$ cat src/hw/vpic_regs.vh
// Constants for the vectored priority interrupt controller
`ifndef VPIC_REGS_VH
`define VPIC_REGS_VH

`define VP_NSRC 118
`define VP_NFLAG_WORDS 8
`define VP_NPRIO_WORDS 30
// Implemented request numbers; holes are the unlisted sources
`define VP_IMPL_MASK 128'h003F_E46F_CFFE_23FF_FC6F_FFF3_FFDF_FFFF
`define VP_PRIO_MASK 16'h7777
`define VP_VEC_NUM_BASE 8'h08
`define VP_IVT_BASE 24'h000014

// Register byte offsets
`define VP_OFS_GC1 12'h000
`define VP_OFS_GC2 12'h004
`define VP_OFS_GC4 12'h008
`define VP_OFS_PVS 12'h00C
`define VP_OFS_IRQ_STATUS 12'h020
`define VP_OFS_IRQ_MASK 12'h024
`define VP_OFS_FLAG 12'h040
`define VP_OFS_ENABLE 12'h080
`define VP_OFS_PRIO 12'h100

// Field positions
`define VP_GC1_NEST_DIS 15
`define VP_GC1_TRAP_LSB 1
`define VP_GC1_MASK 16'h801E
`define VP_GC2_GLOBAL_EN 15
`define VP_GC2_DISI 14
`define VP_GC2_SWTRAP 13
`define VP_GC2_ALT_TABLE 8
`define VP_GC2_WMASK 16'hA11F
`define VP_PVS_REQ 15
`define VP_PVS_VHOLD 13

// Reset values and the core level that blocks all requests
`define VP_GC1_RST 16'h0000
`define VP_GC2_RST 16'h8000
`define VP_CPU_LEVEL_OFF 3'h7

`endif

$ cat src/hw/vpic_top.v
// Vectored priority interrupt controller with AHB-Lite register slave
//
// Design decisions made here: the AHB-Lite interface to the registers and the register offsets.
`include "vpic_regs.vh"
module vpic_top (
   input wire hclk,
   input wire hresetn,
   input wire hsel,
   input wire [31:0] haddr,
   input wire [1:0] htrans,
   input wire hwrite,
   input wire [2:0] hsize,
   input wire [31:0] hwdata,
   input wire hready,
   output reg [31:0] hrdata,
   output reg hreadyout,
   output reg hresp,
   input wire [117:0] src_event,
   input wire [4:0] ext_irq_pin,
   input wire [3:0] trap_event,
   input wire soft_hard_trap_event,
   input wire double_bit_error_event,
   input wire disi_active,
   input wire [2:0] cpu_priority_level,
   input wire cpu_priority_level_hi,
   input wire cpu_ack,
   output reg cpu_irq_req_q,
   output reg [7:0] pending_vector_number_q,
   output reg [3:0] new_cpu_priority_level_q,
   output reg [23:0] vector_addr_q,
   output reg irq_q
);
   // Register state
   reg [127:0] flag_q, flag_d;
   reg [127:0] en_q, en_d;
   reg [16*`VP_NPRIO_WORDS-1:0] prio_q, prio_d;
   reg [15:0] gc1_q, gc1_d;
   reg [15:0] gc2_q, gc2_d;
   reg [1:0] gc4_q, gc4_d;
   reg vhold_q;
   reg [2:0] ev_status_q, ev_status_d;
   reg [2:0] ev_mask_q;
   // Bus data-phase state
   reg wr_pend_q;
   reg rd_pend_q;
   reg [11:0] addr_q;

   wire addr_take;
   wire wr_now;
   wire [4:0] ext_event;
   wire [127:0] set_vec;
   wire [127:0] arb_valid;
   wire [383:0] arb_prio;
   wire found;
   wire [2:0] best_prio;
   wire [6:0] best_idx;
   wire forward;
   wire [6:0] flag_widx;
   wire [6:0] en_widx;
   wire [6:0] prio_widx;

   // Word index within a register bank, or all ones when outside it
   function [6:0] bank_index;
      input [11:0] addr;
      input [11:0] base;
      input [6:0] count;
      reg [9:0] idx;
      begin
         idx = addr[11:2] - base[11:2];
         if (addr >= base && idx < {3'b000, count})
            bank_index = idx[6:0];
         else
            bank_index = 7'h7F;
      end
   endfunction

   assign flag_widx = bank_index(addr_q, `VP_OFS_FLAG, 7'h08);
   assign en_widx = bank_index(addr_q, `VP_OFS_ENABLE, 7'h08);
   assign prio_widx = bank_index(addr_q, `VP_OFS_PRIO, 7'h1E);

   // Accept an address phase only while our own data phase is done
   assign addr_take = hsel & hready & htrans[1];
   assign wr_now = wr_pend_q;

   vpic_edge #(
      .N(5)
   ) u_edge (
      .hclk(hclk),
      .hresetn(hresetn),
      .pin(ext_irq_pin),
      .neg_edge(gc2_q[4:0]),
      .edge_event(ext_event)
   );

   // External pins feed the flags of their own request numbers
   assign set_vec = {10'h000, src_event} | ({127'h0, ext_event[0]}) | ({107'h0, ext_event[1], 20'h00000})
      | ({98'h0, ext_event[2], 29'h0}) | ({73'h0, ext_event[4], ext_event[3], 53'h0});

   // Per-source valid and priority slots for the tree
   genvar g;
   generate
      for (g = 0; g < 128; g = g + 1)
      begin : gen_slot
         assign arb_valid[g] = flag_q[g] & en_q[g];
         if (g < 4 * `VP_NPRIO_WORDS)
         begin : gen_p
            assign arb_prio[3*g+:3] = prio_q[16*(g/4)+4*(g%4)+:3];
         end
         else
         begin : gen_z
            assign arb_prio[3*g+:3] = 3'h0;
         end
      end
   endgenerate

   vpic_arbiter u_arb (
      .req_valid(arb_valid),
      .req_prio(arb_prio),
      .found(found),
      .best_prio(best_prio),
      .best_idx(best_idx)
   );

   // level seven or upper bit blocks
   assign forward = found & gc2_q[`VP_GC2_GLOBAL_EN] & ~cpu_priority_level_hi
      & (cpu_priority_level != `VP_CPU_LEVEL_OFF) & (best_prio > cpu_priority_level);

   // Next register values; hardware sets win over software writes
   integer i;
   always @*
   begin
      flag_d = flag_q;
      en_d = en_q;
      prio_d = prio_q;
      gc1_d = gc1_q;
      gc2_d = gc2_q;
      gc4_d = gc4_q;
      ev_status_d = ev_status_q;
      if (wr_now)
      begin
         for (i = 0; i < `VP_NFLAG_WORDS; i = i + 1)
         begin
            if (flag_widx == i[6:0])
               flag_d[16*i+:16] = hwdata[15:0];
            if (en_widx == i[6:0])
               en_d[16*i+:16] = hwdata[15:0];
         end
         for (i = 0; i < `VP_NPRIO_WORDS; i = i + 1)
         begin
            if (prio_widx == i[6:0])
               prio_d[16*i+:16] = hwdata[15:0] & `VP_PRIO_MASK;
         end
         if (addr_q == `VP_OFS_GC1)
            gc1_d = hwdata[15:0] & `VP_GC1_MASK;
         if (addr_q == `VP_OFS_GC2)
            gc2_d = hwdata[15:0] & `VP_GC2_WMASK;
         if (addr_q == `VP_OFS_GC4)
            gc4_d = gc4_q & hwdata[1:0];
         if (addr_q == `VP_OFS_IRQ_STATUS)
            ev_status_d = ev_status_q & ~hwdata[2:0];
      end
      flag_d = (flag_d | set_vec) & `VP_IMPL_MASK;
      en_d = en_d & `VP_IMPL_MASK;
      gc1_d[`VP_GC1_TRAP_LSB+:4] = gc1_d[`VP_GC1_TRAP_LSB+:4] | trap_event;
      gc4_d = gc4_d | {double_bit_error_event, soft_hard_trap_event};
      ev_status_d = ev_status_d | {(|ext_event), (|trap_event) | soft_hard_trap_event | double_bit_error_event,
         forward & ~cpu_irq_req_q};
   end

   // Read mux for the data phase
   function [15:0] read_word;
      input [11:0] addr;
      input [6:0] fidx;
      input [6:0] eidx;
      input [6:0] pidx;
      input [127:0] flags;
      input [127:0] ens;
      input [16*`VP_NPRIO_WORDS-1:0] prios;
      input [15:0] st_gc1;
      input [15:0] st_gc2;
      input [1:0] st_gc4;
      input [15:0] st_pvs;
      input [2:0] st_ev;
      input [2:0] st_mask;
      begin
         read_word = 16'h0000;
         if (fidx < 7'h08)
            read_word = flags[16*fidx+:16];
         else if (eidx < 7'h08)
            read_word = ens[16*eidx+:16];
         else if (pidx < 7'h1E)
            read_word = prios[16*pidx+:16];
         else if (addr == `VP_OFS_GC1)
            read_word = st_gc1;
         else if (addr == `VP_OFS_GC2)
            read_word = st_gc2;
         else if (addr == `VP_OFS_GC4)
            read_word = {14'h0000, st_gc4};
         else if (addr == `VP_OFS_PVS)
            read_word = st_pvs;
         else if (addr == `VP_OFS_IRQ_STATUS)
            read_word = {13'h0000, st_ev};
         else if (addr == `VP_OFS_IRQ_MASK)
            read_word = {13'h0000, st_mask};
      end
   endfunction

   // Bus slave: writes have no wait, reads one wait so prior writes land first
   always @(posedge hclk or negedge hresetn)
   begin
      if (!hresetn)
      begin
         wr_pend_q <= 1'b0;
         rd_pend_q <= 1'b0;
         addr_q <= 12'h000;
         hrdata <= 32'h00000000;
         hreadyout <= 1'b1;
         hresp <= 1'b0;
      end
      else
      begin
         hresp <= 1'b0;
         wr_pend_q <= addr_take & hwrite;
         rd_pend_q <= addr_take & ~hwrite;
         if (addr_take)
            addr_q <= {haddr[11:2], 2'b00};
         if (addr_take & ~hwrite)
            hreadyout <= 1'b0;
         else
            hreadyout <= 1'b1;
         // Unmapped reads return zero with OKAY
         if (rd_pend_q)
            hrdata <= {16'h0000, read_word(addr_q, flag_widx, en_widx, prio_widx, flag_q, en_q, prio_q,
               gc1_q, {gc2_q[15], disi_active, gc2_q[13:0]}, gc4_q,
               {cpu_irq_req_q, 1'b0, vhold_q, 1'b0, new_cpu_priority_level_q, pending_vector_number_q},
               ev_status_q, ev_mask_q)};
      end
   end

   // Control and per-source storage
   always @(posedge hclk or negedge hresetn)
   begin
      if (!hresetn)
      begin
         flag_q <= 128'h0;
         en_q <= 128'h0;
         prio_q <= {16*`VP_NPRIO_WORDS{1'b0}};
         gc1_q <= `VP_GC1_RST;
         gc2_q <= `VP_GC2_RST;
         gc4_q <= 2'b00;
         vhold_q <= 1'b0;
         ev_status_q <= 3'b000;
         ev_mask_q <= 3'b000;
      end
      else
      begin
         flag_q <= flag_d;
         en_q <= en_d;
         prio_q <= prio_d;
         gc1_q <= gc1_d;
         gc2_q <= gc2_d;
         gc4_q <= gc4_d;
         ev_status_q <= ev_status_d;
         if (wr_now && addr_q == `VP_OFS_PVS)
            vhold_q <= hwdata[`VP_PVS_VHOLD];
         if (wr_now && addr_q == `VP_OFS_IRQ_MASK)
            ev_mask_q <= hwdata[2:0];
      end
   end

   // Vector latch; with hold set, it only moves on a core acknowledge
   always @(posedge hclk or negedge hresetn)
   begin
      if (!hresetn)
      begin
         cpu_irq_req_q <= 1'b0;
         pending_vector_number_q <= 8'h00;
         new_cpu_priority_level_q <= 4'h0;
         vector_addr_q <= 24'h000000;
         irq_q <= 1'b0;
      end
      else
      begin
         cpu_irq_req_q <= forward;
         irq_q <= |(ev_status_d & ev_mask_q);
         if (!vhold_q || cpu_ack)
         begin
            pending_vector_number_q <= found ? ({1'b0, best_idx} + `VP_VEC_NUM_BASE) : 8'h00;
            new_cpu_priority_level_q <= found ? {1'b0, best_prio} : 4'h0;
            vector_addr_q <= found ? (`VP_IVT_BASE + {16'h0000, best_idx, 1'b0}) : 24'h000000;
         end
      end
   end
endmodule

$ cat src/hw/vpic_edge.v
// Edge detectors for the external interrupt request pins
module vpic_edge #(
   parameter N = 5
)(
   input wire hclk,
   input wire hresetn,
   input wire [N-1:0] pin,
   input wire [N-1:0] neg_edge,
   output wire [N-1:0] edge_event
);
   reg [N-1:0] prev_q;
   reg primed_q;

   // Previous pin level; no event before first sample is known
   always @(posedge hclk or negedge hresetn)
   begin
      if (!hresetn)
      begin
         prev_q <= {N{1'b0}};
         primed_q <= 1'b0;
      end
      else
      begin
         prev_q <= pin;
         primed_q <= 1'b1;
      end
   end

   // Polarity chosen per pin
   genvar g;
   generate
      for (g = 0; g < N; g = g + 1)
      begin : gen_edge
         assign edge_event[g] = primed_q & (neg_edge[g] ? (prev_q[g] & ~pin[g]) : (~prev_q[g] & pin[g]));
      end
   endgenerate
endmodule

$ cat src/hw/vpic_arbiter.v
// Priority tournament tree over 128 request slots
module vpic_arbiter (
   input wire [127:0] req_valid,
   input wire [383:0] req_prio,
   output wire found,
   output wire [2:0] best_prio,
   output wire [6:0] best_idx
);
   // Heap layout: node k has children 2k and 2k+1, leaves at 128..255
   wire [255:1] node_v;
   wire [3*256-1:3] node_p;
   wire [7*256-1:7] node_i;

   genvar g;
   generate
      for (g = 0; g < 128; g = g + 1)
      begin : gen_leaf
         wire [31:0] idx_w;
         // Leaf index as a net, since a genvar cannot be part-selected
         assign idx_w = g;
         assign node_v[128+g] = req_valid[g];
         assign node_p[3*(128+g)+:3] = req_prio[3*g+:3];
         assign node_i[7*(128+g)+:7] = idx_w[6:0];
      end
      for (g = 1; g < 128; g = g + 1)
      begin : gen_node
         wire take_right;
         assign take_right = node_v[2*g+1] & (~node_v[2*g] | (node_p[3*(2*g+1)+:3] > node_p[3*(2*g)+:3]));
         assign node_v[g] = node_v[2*g] | node_v[2*g+1];
         assign node_p[3*g+:3] = take_right ? node_p[3*(2*g+1)+:3] : node_p[3*(2*g)+:3];
         assign node_i[7*g+:7] = take_right ? node_i[7*(2*g+1)+:7] : node_i[7*(2*g)+:7];
      end
   endgenerate

   assign found = node_v[1];
   assign best_prio = node_p[5:3];
   assign best_idx = node_i[13:7];
endmodule

$ cat config.mk
export PLATFORM = sky130hd
export DESIGN_NAME = vpic_top
export DESIGN_NICKNAME = d
export VERILOG_FILES = /design/src/hw/vpic_top.v /design/src/hw/vpic_edge.v /design/src/hw/vpic_arbiter.v
export VERILOG_INCLUDE_DIRS = /design/src /design/src/hw
export SDC_FILE = /design/constraint.sdc
export NUM_CORES = 2
export LEC_CHECK = 0
export BUFFER_PORTS_ARGS = -buffer_cell sky130_fd_sc_hd__clkbuf_2
export CAP_MARGIN = 20
export CORE_MARGIN = 2
export CORE_UTILIZATION = 48
export CTS_CLUSTER_DIAMETER = 40
export DETAILED_ROUTE_END_ITERATION = 10
export MAX_ROUTING_LAYER = met4
export PLACE_DENSITY = 0.66
export REMOVE_ABC_BUFFERS = 1
export SETUP_SLACK_MARGIN = 0.02
export SKIP_CTS_REPAIR_TIMING = 1
export SYNTH_ARGS = -nofsm -noshare
export SYNTH_HDL_FRONTEND = slang
export SYNTH_HIERARCHICAL = 1
export SYNTH_SLANG_ARGS = --single-unit
$ cat constraint.sdc
create_clock -name hclk -period 11.3 [get_ports hclk]
set_input_delay 2.26 -clock hclk [delete_from_list [all_inputs] [get_ports hclk]]
set_output_delay 2.26 -clock hclk [all_outputs]
set_load 0.005 [all_outputs]
# Word level (Yosys, flattened, before mapping)
# Cells that the tools add are included.
# totals
word_cells	1051
out_inout_bits	72
in_bits	209
regBits	649
# op_classes
mux	244
eq_ne	49
n_reduce_logical	54
bitwise_logic	532
addsub	5
n_shift	3
magnitude_cmp	106
# ops
cell	n
$shiftx 480x12->16	1
$mux 3	124
$gt 3x3->1	97
$shiftx 128x12->16	2
$mux 16	14
$and 1x1->1	217
$or 1x1->1	194
$mux 118	1
$or 118x1->118	1
$or 118x118->118	1
$or 118x21->118	1
$or 118x30->118	1
$or 118x55->118	1
$not 1->1	109
$eq 7x5->1 const B	14
$eq 7x3->1 const B	12
$reduce_and 2->1	40
$eq 7x4->1 const B	8
$mux 2	28
$mux 1	55
$eq 7x2->1 const B	6
$mux 5	6
$mux 4	7
$mux 7	4
other kinds (34)	49

# Longest topological paths before layout
# depth
ltp_word	35
depth_mapped	75
depth_no_buf	69

# Hierarchy
# The synthesis kept the hierarchy.
# by_module_without_submodules
mod	instances	area_each_um2	seq_area_each_um2	cells_each
vpic_top	1	31268.7	15642.5	2749
vpic_arbiter	1	18939.4	0.0	2786
vpic_edge	1	284.0	150.1	23

# Least setup slack after synthesis
# Ideal clock, no wire load.
# synth_path
path_type	register to register
start	register prio_q[249]
end	register irq_q
setup_time_ns	0.064
arrival_time_ns	11.202
setup_slack_ns	0.034
period_less_slack_ns	11.266
required_ns	11.236
path_buffers	5
path_stages_with_launch	64
cell_sequence	dfrtp_1 > inv_1 > ha_1 > nor2b_1 > o21a_1 > o21ai_0 > nand2_1 > nand2_1 > mux2i_1 > inv_1 > ha_1 > nor2b_1 > o21a_1 > o21ai_0 > o21ai_0 > o21ai_0 > mux2_2 > ha_1 > (+28 left out) > o21ai_1 > mux2_2 > ha_1 > a21o_1 > a21oi_1 > a31oi_1 > nor2_1 > or2_2 > clkbuf_1 > inv_1 > clkbuf_1 > o41ai_1 > a211oi_2 > ha_1 > a311oi_1 > inv_1 > o21ai_0 > a21o_1
# synth_via
elab_chain_cells	34
# synth_rtl
item	line_no	rtl
from (decl)	vpic_top.v:36	reg [16*`VP_NPRIO_WORDS-1:0] prio_q, prio_d;
from (signal assigned)	vpic_top.v:247	prio_q <= {16*`VP_NPRIO_WORDS{1'b0}};
from (signal assigned)	vpic_top.v:259	prio_q <= prio_d;
$gt 3x3->1	vpic_arbiter.v:28	assign take_right = node_v[2*g+1] & (~node_v[2*g] | (node_p[3*(2*g+1)+:3] > node_p[3*(2*g)+:3]));
$or 1x1->1	vpic_arbiter.v:28	
$and 1x1->1	vpic_arbiter.v:28	
$mux 3 *	vpic_arbiter.v:30	assign node_p[3*g+:3] = take_right ? node_p[3*(2*g+1)+:3] : node_p[3*(2*g)+:3];
$gt 3x3->1	vpic_arbiter.v:28	
$or 1x1->1	vpic_arbiter.v:28	
$and 1x1->1	vpic_arbiter.v:28	
$mux 3 *	vpic_arbiter.v:30	
(+19 left out)	n/a	
named net u_arb.gen_node[1].take_right	vpic_arbiter.v:27	wire take_right;
(+1 left out)	n/a	
named net best_prio[2]	vpic_top.v:55	wire [2:0] best_prio;
$gt 3x3->1 *	vpic_top.v:126	& (cpu_priority_level != `VP_CPU_LEVEL_OFF) & (best_prio > cpu_priority_level);
$and 1x1->1 *	vpic_top.v:125	assign forward = found & gc2_q[`VP_GC2_GLOBAL_EN] & ~cpu_priority_level_hi
named net forward	vpic_top.v:57	wire forward;
$and 1x1->1 *	vpic_top.v:167	forward & ~cpu_irq_req_q};
$or 3x3->3 *	vpic_top.v:166	ev_status_d = ev_status_d | {(|ext_event), (|trap_event) | soft_hard_trap_event | double_bit_error_event,
named net ev_status_d[0]	vpic_top.v:41	reg [2:0] ev_status_q, ev_status_d;
$and 3x3->3 *	vpic_top.v:285	irq_q <= |(ev_status_d & ev_mask_q);
$reduce_or 3->1 *	vpic_top.v:285	
to (signal assigned)	vpic_top.v:285	
to (decl)	vpic_top.v:31	output reg irq_q
# Mark *: on every way through the listed nets, which the timed path passes. The rest lies on a longest branch.
# A chain may end at the register's enable or synchronous reset.

# Worst setup path after layout
# layout_path
start	register prio_q[346]
end	register irq_q
# layout_via
elab_chain_cells	34
# layout_rtl
item	line_no
$gt 3x3->1	vpic_arbiter.v:28
$or 1x1->1	vpic_arbiter.v:28
$and 1x1->1	vpic_arbiter.v:28
$mux 3 *	vpic_arbiter.v:30
$gt 3x3->1	vpic_arbiter.v:28
$or 1x1->1	vpic_arbiter.v:28
$and 1x1->1	vpic_arbiter.v:28
$mux 3 *	vpic_arbiter.v:30
(+20 left out)	n/a
named net best_prio[2]	vpic_top.v:55
$gt 3x3->1 *	vpic_top.v:126
$and 1x1->1 *	vpic_top.v:125
named net forward	vpic_top.v:57
$and 1x1->1 *	vpic_top.v:167
$or 3x3->3 *	vpic_top.v:166
named net ev_status_d[0]	vpic_top.v:41
$and 3x3->3 *	vpic_top.v:285
$reduce_or 3->1 *	vpic_top.v:285
# Marks and branches as above.

==> flow_summary.yaml <==
outcome:
  status: "finished, violations left"
  violations: "slew limit"
final_layout:
  nets: 6583
  instances_no_fill: 7537
  area_delta_synth_final_pct: 18.0
  post-route-util_pct: 57.3
  drive_gt1_share_pct: 24.5
timing:
  max_slew_margin_pct: -0.0234
  tightest_slew_ps: 1480
  fin_crit_sh_pct: 97.1
  max_freq_mhz: 91.1
  setup_viol: 0
  hold_ws_ps: 483
  post-route-min-period_ps: 10970
  clock_skew_ps: 43.3
  report.final.hold_viol_count: 0
  drv_slew: 1
hold_path:
  hold_start: "vector_addr_q[2]"
  hold_path_end: "vector_addr_q[2]"
  hold_path.class: "reg -> reg"
  hold-path-cell-count: 2
clocking:
  cts.clk_slew.worst_paths_ps: 60
  clock_sinks: 631
  cts_tree: "built"
  clockBufferDepth: 3
  ctsHtreeMaxLevel: 3
  cts_root_buf: "clkbuf_16"
  clk_latency_ps: 720
  numCtsBuffers: 117
pwr:
  leakagePower_nw: 26.7
  p_total_mw: 11.8
  clock_power_share_pct: 30.7
  intPower_mw: 6.84
  p_comb_share_pct: 47.4
  power_switching_mw: 4.95
  pwr-share-seq_pct: 21.9
  vdd_ir_drop_max_mv: 0.420
  swShare_pct: 42.0
  powerDensity_nw_per_um2: 198
worst_setup_path:
  criticalPathCategory: "reg -> reg"
  critical_path_arrival_ps: 11620
  worstPathBufferInverterCount: 12
  rrSetupSlack_ps: 330
  cpPeakStageDelay_ps: 430
  cp.required_ps: 11950
  cp_slowest_cell: "nor4_2"
  cp_max_fo: 7
  crit_family: "compound AO/OA/AOI/OAI gates"
  r2r_end: "irq_q"
  path_common_cell: "ha_1"
  reg2reg_depth: 59
  start_kind: "flop"
  r2r_start: "prio_q[346]"
  crit_path_end_kind: "flop"
placement:
  io_buffers: 183
  place_congestion: 1.08
  dp_hpwl_um: 163000
  place_inst: 7253
synthesis:
  synthTopCellsByArea: "dfrtp_1 (31%), mux2_2 (12%), ha_1 (8.3%), mux2i_1 (4.7%), nand2_1 (3.2%)"
  ys_ff_latch: 631
  synth-seq-area-share_pct: 31.3
  synth_top_area_share_pct: 31.2
  async_flop_share_pct: 100
  ys_types: 116
  netlist_area_um2: 50500
  yosysWarnings: 6
  synth-edff-count: 0
  syn_inst: 5558
  syn_area_per_cell_um2: 9.08
  ys.flop_type: "dfrtp_1"
  synth_top_cell_by_area: "dfrtp_1"
routing:
  wl_per_cell_um: 29.2
  ant_nets: 0
  firstDrtPassIters: 6
  wl_um: 220000
  drt-vias-per-instance: 6.55
  drtIter0Drc: 6220
  vias: 49378
  drcViolationCount: 0
floorplan:
  core_area_um2: 104000
  start_util_pct: 48.6
  num_rows: 118
  die_area_um2: 108000
  dieHeight_um: 328
  num_io_pins: 281
  fp.dieW_um: 328
global_routing:
  grt_pass1_wl_um: 311000
  antenna_found_initial: 13
  grt_pass1_vias: 44739
  grt_use_total_pct: 40.7
  grt-ovfl-total: 0
  grt_start_max_net_pins: 168
job:
  cap_violations: 0
-- state kept, by name, summed over array words and instances, names as in the netlist, 2 cells and up --
register and flops:
addr_q 10, hrdata 16, u_edge/prev_q 5, en_q 97, pending_vector_number_q 8, ev_mask_q 3
gc2_q 8, new_cpu_priority_level_q 3, gc4_q 2, gc1_q 5, vector_addr_q 7, flag_q 97
prio_q 360, ev_status_q 3
-- per-stage QoR --
step / area (um2) / worst slack (ps) / TNS (ps)
after CTS: 58500 / -183 / -958
final: 59600 / 325 / 0
after global routing: 59600 / -120 / -180
after global placement: 54400 / -15.1 / -15.1
after floorplan: 49800 / -330 / -642
after detailed placement: 54400 / -136 / -736
-- cell usage after synthesis (154+ instances only) --
cell	count
ha_1	336
inv_1	399
clkbuf_1	158
nand3_1	154
nor2_1	305
nor2b_1	174
dfrtp_1	629
nand2_1	433
a21oi_1	231
mux2_2	558
mux2i_1	236
o21ai_0	239
-- power groups by stage --
stage               Combinational (mW)  Clock [mW]  Sequential, mW
floorplan                         2.45           0            2.56
global placement                  4.81           0            2.60
detailed placement                4.85           0            2.60
CTS                               4.88        3.64            2.56
global route                      5.88        3.75            2.58
finish                            5.59        3.62            2.58
-- final cells by class --
| type | instances | area [um2] |
|---|---|---|
| clock inverters | 95 | 1020 |
| fillers | 9401 | 44400 |
| inverters | 401 | 1510 |
| diodes | 17 | 42.5 |
| well taps | 1380 | 1730 |
| clock buffers | 126 | 3020 |
| flip-flops and latches | 631 | 15800 |
| repair buffers | 463 | 3140 |
| multi-input cells | 4424 | 33300 |
-- layer usage --
layer	part of all wire, %	vias to the layer above	GRT usage, %
li1	-	21442	-
met1	42	24322	56.2
met2	39	3034	53.7
met3	13	580	12.4
met4	5.5	0	19.0
met5	0	-	-
-- how the worst max path moves through the flow --
stage	to	cells after the start	startpoint	slack (ps)
2_1_floorplan	irq_q	62	prio_q[249]	-330
3_3_place_gp	irq_q	57	prio_q[393]	-20
3_5_place_dp	irq_q	55	prio_q[393]	-140
4_1_cts	irq_q	55	prio_q[393]	-180
5_1_grt	irq_q	60	prio_q[441]	-120
6_report	irq_q	59	prio_q[346]	330
-- cells in the final DEF, fill, tap and decap left out, drive strengths merged, types with 21 or more instances in the layout --
cell type / Yosys / layout
o211ai: 49 / 49
a32oi: 30 / 30
a221oi: 27 / 27
dfrtp: 629 / 629
a211o: 118 / 118
inv: 400 / 445
nor2: 310 / 310
nand3b: 47 / 47
and3: 57 / 57
clkinv: 1 / 33
a21o: 54 / 54
a21oi: 233 / 233
nor3: 98 / 98
nand3: 154 / 154
mux2: 560 / 560
clkbuf: 159 / 307
or2: 35 / 35
ha: 336 / 336
and3b: 24 / 24
mux2i: 236 / 236
nand2: 434 / 434
o221ai: 71 / 71
nor4: 27 / 27
o22ai: 78 / 78
o211a: 21 / 21
a31oi: 79 / 79
nor2b: 174 / 174
nand4: 32 / 32
or3: 31 / 31
o21a: 53 / 53
buf: 141 / 282
conb: 2 / 200
nand2b: 33 / 33
and2: 124 / 124
a211oi: 83 / 83
o21ai: 266 / 266
-- cell families after synthesis --
family / Yosys count / share of synthesized area, %
AND/OR/NAND/NOR: 1632 / 16.6
AO/OA/AOI/OAI: 1430 / 20.2
multiplexers: 802 / 17.4
buffers and inverters: 701 / 5.75
flip-flops: 631 / 31.3
adder cells (fa/ha/maj): 351 / 8.62
XOR/XNOR: 9 / 0.156
other: 2 / 0.0149
-- tightest hold or removal path: stages (launching register included) --
cell and delay, ps:
dfrtp_1 340, nand2_1 50, o21ai_0 60
Power figures use the tool's default switching activity.
